--- src/core/dac_pkg.sv ---
//------------------------------------------------------------------------------
//------------------------------------------------------------------------------
package dac_pkg;
    // Sample width and offset-binary midscale
    localparam int          SAMPLE_W   = 8;
    localparam logic [7:0]  MIDSCALE   = 8'h80;
    localparam logic [7:0]  RST_WORD   = 8'h80;
    // Pipeline depth in full cycles before output latch
    localparam int          LAT_CYC    = 5;
    // Clock and wake-up times
    localparam int          CLK_NS     = 40;
    localparam int          WAKE_SD_NS = 20000;
    localparam int          WAKE_SB_NS = 5400;
    localparam int          WAKE_ID_NS = 5;
    localparam int          WAKE_SD_CYC = (WAKE_SD_NS + CLK_NS - 1) / CLK_NS;
    localparam int          WAKE_SB_CYC = (WAKE_SB_NS + CLK_NS - 1) / CLK_NS;
    localparam int          WAKE_ID_CYC = (WAKE_ID_NS + CLK_NS - 1) / CLK_NS;
    // Power modes
    typedef enum logic [1:0] {
        PM_SHUTDOWN,
        PM_STANDBY,
        PM_IDLE,
        PM_NORMAL
    } dac_pmode_e;
    // Reference modes
    typedef enum logic [1:0] {
        REF_INTERNAL,
        REF_BUFFERED,
        REF_UNBUFFERED
    } dac_ref_e;
endpackage : dac_pkg

--- src/core/dac_core.sv ---
module dac_core (
    // Clock, enable and reset
    input  wire logic                sys_clk,
    input  wire logic                clk_en,
    input  wire logic                nrst,
    // Sampled inputs, two's complement LSB counts
    input  wire logic signed [7:0]   first_channel,
    input  wire logic signed [7:0]   second_channel,
    // Power selects
    input  wire logic                power_select_0,
    input  wire logic                power_select_1,
    // Reference select level classes
    input  wire logic                ref_level_high,
    input  wire logic                ref_level_low,
    // Sample bus and channel flag, tri-state as four signals
    output logic [7:0]               sample_bus,
    output logic                     sample_bus_oe,
    output logic                     chan_flag,
    output logic                     chan_flag_oe,
    // Status
    output logic [1:0]               power_mode,
    output logic [1:0]               ref_mode,
    output logic                     adc_powered,
    output logic                     ref_powered,
    output logic                     clkdist_powered
);
    localparam int L = dac_pkg::LAT_CYC;

    //--------------------------------------------------------------------
    // Functions
    //--------------------------------------------------------------------
    // Offset-binary conversion
    function automatic logic [7:0] to_offset(input logic signed [7:0] n);
        to_offset = n ^ dac_pkg::MIDSCALE;
    endfunction : to_offset

    //--------------------------------------------------------------------
    // State
    //--------------------------------------------------------------------
    // Pipeline, output and mode registers
    logic [7:0] pipe_a_ff [L];
    logic [7:0] pipe_b_ff [L];
    logic [7:0] nxt_pipe_a [L];
    logic [7:0] nxt_pipe_b [L];
    logic [7:0] word_b_ff, nxt_word_b;
    logic [7:0] out_a_ff, nxt_out_a;
    dac_pkg::dac_pmode_e mode_ff, nxt_mode;
    logic       adc_on;

    //--------------------------------------------------------------------
    // Power mode
    //--------------------------------------------------------------------
    // Mode decode from (select 0, select 1)
    always_comb begin
        case ({power_select_0, power_select_1})
            2'b00:   nxt_mode = dac_pkg::PM_SHUTDOWN;
            2'b01:   nxt_mode = dac_pkg::PM_STANDBY;
            2'b10:   nxt_mode = dac_pkg::PM_IDLE;
            2'b11:   nxt_mode = dac_pkg::PM_NORMAL;
            default: nxt_mode = dac_pkg::PM_SHUTDOWN;
        endcase
    end

    assign adc_on = (mode_ff == dac_pkg::PM_IDLE) ||
                    (mode_ff == dac_pkg::PM_NORMAL);

    //--------------------------------------------------------------------
    // Conversion pipeline
    //--------------------------------------------------------------------
    // Pipeline advance, holds last word while converters are off
    always_comb begin
        for (int i = 0; i < L; i++) begin
            nxt_pipe_a[i] = pipe_a_ff[i];
            nxt_pipe_b[i] = pipe_b_ff[i];
        end
        nxt_out_a  = out_a_ff;
        nxt_word_b = word_b_ff;
        if (adc_on) begin
            nxt_pipe_a[0] = to_offset(first_channel);
            nxt_pipe_b[0] = to_offset(second_channel);
            for (int i = 1; i < L; i++) begin
                nxt_pipe_a[i] = pipe_a_ff[i-1];
                nxt_pipe_b[i] = pipe_b_ff[i-1];
            end
            nxt_out_a  = pipe_a_ff[L-1];
            nxt_word_b = pipe_b_ff[L-1];
        end
    end

    //--------------------------------------------------------------------
    // Rising edge registers
    //--------------------------------------------------------------------
    // Register stage
    always_ff @(posedge sys_clk) begin
        if (!nrst) begin
            for (int i = 0; i < L; i++) begin
                pipe_a_ff[i] <= dac_pkg::RST_WORD;
                pipe_b_ff[i] <= dac_pkg::RST_WORD;
            end
            out_a_ff  <= dac_pkg::RST_WORD;
            word_b_ff <= dac_pkg::RST_WORD;
            mode_ff   <= dac_pkg::PM_SHUTDOWN;
        end else if (clk_en) begin
            pipe_a_ff <= nxt_pipe_a;
            pipe_b_ff <= nxt_pipe_b;
            out_a_ff  <= nxt_out_a;
            word_b_ff <= nxt_word_b;
            mode_ff   <= nxt_mode;
        end
    end

    //--------------------------------------------------------------------
    // Falling edge register
    //--------------------------------------------------------------------
    // Second channel launched half a cycle later on the falling edge
    logic [7:0] out_b_ff;
    always_ff @(negedge sys_clk) begin
        if (!nrst) begin
            out_b_ff <= dac_pkg::RST_WORD;
        end else if (clk_en) begin
            out_b_ff <= word_b_ff;
        end
    end

    //--------------------------------------------------------------------
    // Output drive and status
    //--------------------------------------------------------------------
    // Bus mux: clock high shows first channel, low shows second
    always_comb begin
        sample_bus = sys_clk ? out_a_ff : out_b_ff;
        chan_flag  = sys_clk;
    end

    assign sample_bus_oe = (mode_ff == dac_pkg::PM_NORMAL);
    assign chan_flag_oe  = sample_bus_oe;
    assign power_mode    = mode_ff;
    assign adc_powered   = adc_on;
    assign ref_powered   = (mode_ff != dac_pkg::PM_SHUTDOWN);
    assign clkdist_powered = ref_powered;

    //--------------------------------------------------------------------
    // Reference mode
    //--------------------------------------------------------------------
    // Reference mode from level class
    always_comb begin
        if (ref_level_high)     ref_mode = dac_pkg::REF_INTERNAL;
        else if (ref_level_low) ref_mode = dac_pkg::REF_UNBUFFERED;
        else                    ref_mode = dac_pkg::REF_BUFFERED;
    end
endmodule : dac_core

--- config.mk ---
export PLATFORM = sky130hd
export DESIGN_NAME = dac_core
export DESIGN_NICKNAME = d
export VERILOG_FILES = /design/src/core/dac_pkg.sv /design/src/core/dac_core.sv
export SDC_FILE = /design/constraint.sdc
export NUM_CORES = 1
export LEC_CHECK = 0
export ABC_AREA = 1
export BUFFER_PORTS_ARGS = -buffer_cell sky130_fd_sc_hd__buf_2
export CORE_AREA = 2 2 79 96
export DETAILED_ROUTE_END_ITERATION = 7
export DIE_AREA = 0 0 81 98
export MAX_ROUTING_LAYER = met4
export PLACE_DENSITY_LB_ADDON = 0.12
export SYNTH_ARGS = -nofsm -noshare
export SYNTH_HDL_FRONTEND = slang
export SYNTH_SLANG_ARGS = --single-unit
--- constraint.sdc ---
create_clock -name sys_clk -period 2.2 [get_ports sys_clk]
set_clock_uncertainty 0.05 [all_clocks]
set_input_delay 0.11 -clock sys_clk [delete_from_list [all_inputs] [get_ports sys_clk]]
set_output_delay 0.11 -clock sys_clk [all_outputs]
set_load 0.01 [all_outputs]
==> results of run 1 <==
[through the flow]
step           power (W)  setup TNS, ns
2_1_floorplan   0.002600              0
3_3_place_gp    0.002688              0
3_5_place_dp    0.002707              0
4_1_cts         0.005830         -2.133
5_1_grt         0.006132         -2.477
6_report        0.005853         -2.046
[tightest hold or removal path: cells and delay by family]
family	cells	cell delay, ns
buf+inv	2	0.61
simple gates	2	0.12
[worst min path at each step]
stage,to,slack [ns],cells after the start
floorplan,chan_flag,0.15,1
global placement,chan_flag,0.16,1
detailed placement,chan_flag,0.16,1
CTS,pipe_a_ff[33]$_SDFFE_PN0P_,0.18,4
global route,pipe_a_ff[33]$_SDFFE_PN0P_,0.21,4
finish,pipe_b_ff[37]$_SDFFE_PN0P_,0.19,4
[power by group]
part	leakage, nW	switching, W	internal, W	total, W
clock	0.531	0.00147	0.00189	0.00336
combinational	1.76	0.000242	0.000159	0.000401
sequential	0.870	0.0000589	0.00203	0.00209
[kinds of logic after synthesis]
| group | share of synthesized area, % |
|---|---|
| flip-flops | 49.09 |
| AND/OR/NAND/NOR | 36.38 |
| buffers and inverters | 12.68 |
| AO/OA/AOI/OAI | 1.852 |
[flip-flops by register name, summed over array words and instances, names as in the netlist]
| signal | cells |
|---|---|
| word_b_ff | 8 |
| power_mode | 2 |
| pipe_b_ff | 40 |
| out_a_ff | 8 |
| out_b_ff | 8 |
| pipe_a_ff | 40 |
[cell usage in the layout, fill, tap and decap left out, drive strengths merged]
cell         synthesis  final
buf                 27     45
nor2               188    188
nand3b               2      2
inv                 87    118
clkinvlp             0      1
nand3               23     23
dfxtp              106    106
dlygate4sd3          0     26
clkbuf              13     24
clkinv               1      4
o21ai               16     16
or2                  1      1
nand2              194    194
[repair_timing]
action	4_1_cts	5_1_grt
hold buffers	26	0
setup buffers	0	0
pin swaps	8	1
gates resized for setup	19	8
setup endpoints to repair	16	16
endpoints found under the hold margin	25	0
[metal layers]
metal	global-route usage, %	vias to the layer above	share of wire, %
met5	-	-	0
met4	16.43	0	3.6
met3	10.44	38	4.9
met2	40.75	116	51
met1	25.94	1736	40
li1	-	2062	-
[cell type report]
type / instances / area, um^2 / share of cell area [%]
inverter: 87 / 326.6 / 5.909
clock buffer: 33 / 568.0 / 10.28
sequential: 106 / 2132 / 38.58
tap: 90 / 112.6 / 2.038
timing repair buffer: 62 / 478.0 / 8.648
clock inverter: 36 / 214.0 / 3.871
multi-input combinational: 424 / 1695 / 30.68
==> metrics, run 1 <==
status finished, violations left; violated checks negative setup slack; YS warnings 0; GRT Util Overall 25.79%; Synth Net Count 681; vias a little under 4,000; drc violations 0; crit-path leading delay family flip-flops; Ports 41; Buf/Inv on CP 1; worst hold margin 0.1928 ns; Setup crit start kind flip-flop; #FFs+latches synth ~110; Detailed Routing Iterations Pass 1 5; Netlist cell types 14; Gate Count Post-Synth around 660; Worst Tran Pin Value about 0.94 ns; pin count of the biggest net entering global routing 103; Max Slew Vio Count 0; dominant synthesized flop cell dfxtp_1; Area after DPL about 4500 um^2; top-area cell type share of the netlist area between 40 and 50%; # diodes 0; Core Region roughly 7100 um^2; Initial Util between 60% and 70%; DR vias/cell 4.716; crit-path cells nand2_2, o21ai_2, buf_2; CP max stage delay ~0.34 ns; final worst slack -0.3215 ns; ANT nets after route 0; top-count cell post-synth nand2_1; Slowest-stage cell, CP dfxtp_2; r2r setup slk 0.41 ns; hold path startpoint second_channel[5]; max_slew headroom 37.42%; Final Wtd Congestion 0.7794; Core Rows 34; Reg2Reg Depth 2; ys async rst share 0%; Placed Cells around 750; kind of critical path reg2out; Clock Latency Late Sink between 0.6 and 0.7 ns; top post-synthesis cells by area dfxtp_1 49%, nand2_1 17%, nor2_1 16%; PD cells around 1100 nW/um^2; routed wire length per instance 11.08 um; EDFF count, synth 0; final core utilization between 70% and 80%; Worst Hold Class in2reg; Worst Path Arrival 2.36 ns; WP depth 3; kind of end point of the critical path output port; first-pass GRT wire length between 15,000 and 20,000 um; crit path max fanout 2; share of cells above drive strength 1 13.77%; WL final between 9000 and 10,000 um; Worst-path clk slew 0.06 ns; vias in the first global route 3,835; Setup WS pre-CTS 0.1526 ns; Max Cap Viol 0; Reg-to-Reg End out_b_ff[7]$_SDFFE_NN1P_; Final Cell Area 5527 um^2; CP required between 2 and 2.5 ns; drt initial violations between 200 and 300; grt total ovfl 0; FILL cells ~470; mapped cell area between 4000 and 5000 um^2; area leader, netlist dfxtp_1; average size of a mapped cell 6.570 um^2; antenna violations before repair 0; die span in y between 90 and 100 um; crit path to sample_bus[5]; final net count ~760; endpoints failing hold 0; Reg-to-Reg Start word_b_ff[7]$_SDFFE_PN1P_; port bufs 40; Die X-Extent 81 um; CTS tree yes; Final Non-Filler Cells 838; post-DP HPWL 4847 um; Commonest cells post-synth 193 x nand2_1, 188 x nor2_1, 106 x dfxtp_1, 87 x inv_1, 23 x nand3_1; Final setup viols 16; sequential cell area fraction in the yosys report just under 50%; Leak Pwr 3.156 nW; worst vdd ir approximately 600 uV; die area between 7000 and 8000 um^2; P&R area growth vs syn 27.84%; crit path from out_b_ff[5]$_SDFFE_NN0P_; RSZ-0062 raised after global routing yes
Note: power is estimated with default switching activity, not from simulation.
==> run 2, diff against run 1 <==
--- a/config.mk
+++ b/config.mk
@@ -12,6 +12,7 @@
 export DIE_AREA = 0 0 81 98
 export MAX_ROUTING_LAYER = met4
 export PLACE_DENSITY_LB_ADDON = 0.12
+export RECOVER_POWER = 100
 export SYNTH_ARGS = -nofsm -noshare
 export SYNTH_HDL_FRONTEND = slang
 export SYNTH_SLANG_ARGS = --single-unit
==> run 2 against run 1 <==
  * The run still ends with negative setup slack left
  * Largest power group unchanged
  * Final area decreased by 0.32%
  * Highest routed layer unchanged
  * Largest cell class unchanged
  * Count of clock-buffer cells in the layout unchanged
  * Clock power is essentially flat
  * Sequential share of layout area increased by 0.12 points
  * Setup slack improved by 0.0062 ns
  * Utilization down 0.25 points
  * Register-to-register slack got worse by 0.08 ns
  * Die area stayed put
  * Total power shrank 0.26%
==> metrics, run 2 (same netlist as run 1, synthesis figures left out) <==
r2r setup slk 0.33 ns (was 0.41 ns); post-CTS setup buffers 0 (unchanged); worst vdd ir 612.9 uV (was 617.1 uV); die span in y 98 um (unchanged); vias 3,987 (was 3,952); antenna violations before repair 0 (unchanged); Final Non-Filler Cells 838 (unchanged); final worst slack -0.3153 ns (was -0.3215 ns); pin count of the biggest net entering global routing 103 (unchanged); Final setup viols 16 (unchanged); ANT nets after route 0 (unchanged); Detailed Routing Iterations Pass 1 5 (unchanged); post-DP HPWL 4847 um (unchanged); Placed Cells 753 (unchanged); Die X-Extent 81 um (unchanged); P&R area growth vs syn 27.44% (was 27.84%); kind of end point of the critical path output port (unchanged); die area 7938 um^2 (unchanged); drt initial violations 271 (was 293); Final Cell Area 5509 um^2 (was 5527 um^2); hold path startpoint second_channel[5] (unchanged); Worst Hold Class in2reg (unchanged); kind of critical path reg2out (unchanged); share of cells above drive strength 1 12.43% (was 13.77%); final core utilization 78.01% (was 78.26%); total chip power 0.005838 W (was 0.005853 W); Core Rows 34 (unchanged); Ports 41 (unchanged); routed wire length per instance 11.16 um (was 11.08 um); crit path from out_b_ff[5]$_SDFFE_NN0P_ (unchanged); Area after DPL 4486 um^2 (unchanged); PD cells 1060 nW/um^2 (was 1059 nW/um^2); CP required 2.04 ns (about the same); Core Region 7062 um^2 (unchanged); CTS tree yes (unchanged); # diodes 0 (unchanged); Final Wtd Congestion 0.7794 (unchanged); vias in the first global route 3,835 (unchanged); status finished, violations left (unchanged); max_slew headroom 33.02% (was 37.42%); Setup crit start kind flip-flop (unchanged); Max Cap Viol 0 (unchanged); Top Registers pipe_a_ff: 40 flops, pipe_b_ff: 40 flops (unchanged); Worst-path clk slew 0.06 ns (about the same); Clock Latency Late Sink 0.62 ns (was 0.63 ns); Worst Path Arrival 2.36 ns (about the same); endpoints failing hold 0 (unchanged); GRT Util Overall 25.79% (unchanged); WL final 9349 um (was 9282 um); first-pass GRT wire length 15,390 um (unchanged); grt total ovfl 0 (unchanged); Initial Util 61.22% (unchanged); commonest cells after routing, fill and taps aside 188 x nor2_1, 187 x nand2_1, 109 x inv_1 (unchanged); Reg-to-Reg Start power_mode[1]$_SDFFE_PN0P_ (was word_b_ff[7]$_SDFFE_PN1P_); violated checks negative setup slack (unchanged); Worst Tran Pin Value 1.005 ns (was 0.9387 ns); crit path max fanout 2 (unchanged); commonest non-fill, non-tap cell in the layout nor2_1 (unchanged); Leak Pwr 3.120 nW (was 3.156 nW); Setup WS pre-CTS 0.1526 ns (unchanged); DR vias/cell 4.758 (was 4.716); drc violations 0 (unchanged); final net count 757 (unchanged); RSZ-0062 raised after global routing yes (unchanged); port bufs 40 (unchanged); Max Slew Vio Count 0 (unchanged)
[run 2: critical path: stages, from the launching register on]
cell and delay (ns):
dfxtp_2 0.34, nand2_2 0.07, o21ai_2 0.07, buf_2 0.16
[run 2: stage by stage]
step / hold WS, ns / TNS, ns
finish: 0.1964 / -2.014
global route: 0.2086 / -2.477
CTS: 0.1801 / -2.133
detailed placement: 0.1606 / 0
global placement: 0.1606 / 0
floorplan: 0.1518 / 0
[run 2: path summary, 6_finish.rpt]
kind,endpoint,depth (start not counted)
setup / recovery,sample_bus[5],3
hold reg to reg,out_b_ff[7]$_SDFFE_NN1P_,2
hold / removal,pipe_b_ff[37]$_SDFFE_PN0P_,4
setup reg to reg,pipe_a_ff[39]$_SDFFE_PN1P_,4
[run 2: what timing repair did]
item / in CTS / in global routing
hold buffers: 26 / 0
setup endpoints to repair: 16 / 16
endpoints found under the hold margin: 25 / 0
pin swaps: 8 / 1
gates resized for setup: 19 / 8
[run 2: per-layer routing]
| metal | global-route usage [%] | vias up | share of wire, % |
|---|---|---|---|
| li1 | - | 2065 | - |
| met1 | 25.94 | 1754 | 40 |
| met2 | 40.75 | 130 | 51 |
| met3 | 10.44 | 38 | 5.1 |
| met4 | 16.43 | 0 | 3.8 |
| met5 | - | - | 0 |
[run 2: cell type report]
type	count	area, um^2
Clock inverter	36	214.0
Tap cell	90	112.6
Sequential cell	106	2132
Clock buffer	33	566.8
Multi-Input combinational cell	424	1695
Fill cell	482	1553
Inverter	87	326.6
Timing Repair Buffer	62	461.7
[run 2: report_power, final]
| part | leakage (nW) | switching [W] | internal [W] | total, W |
|---|---|---|---|---|
| logic | 1.72 | 0.000243 | 0.000155 | 0.000398 |
| clock network | 0.528 | 0.00146 | 0.00189 | 0.00335 |
| registers | 0.870 | 0.0000590 | 0.00203 | 0.00209 |
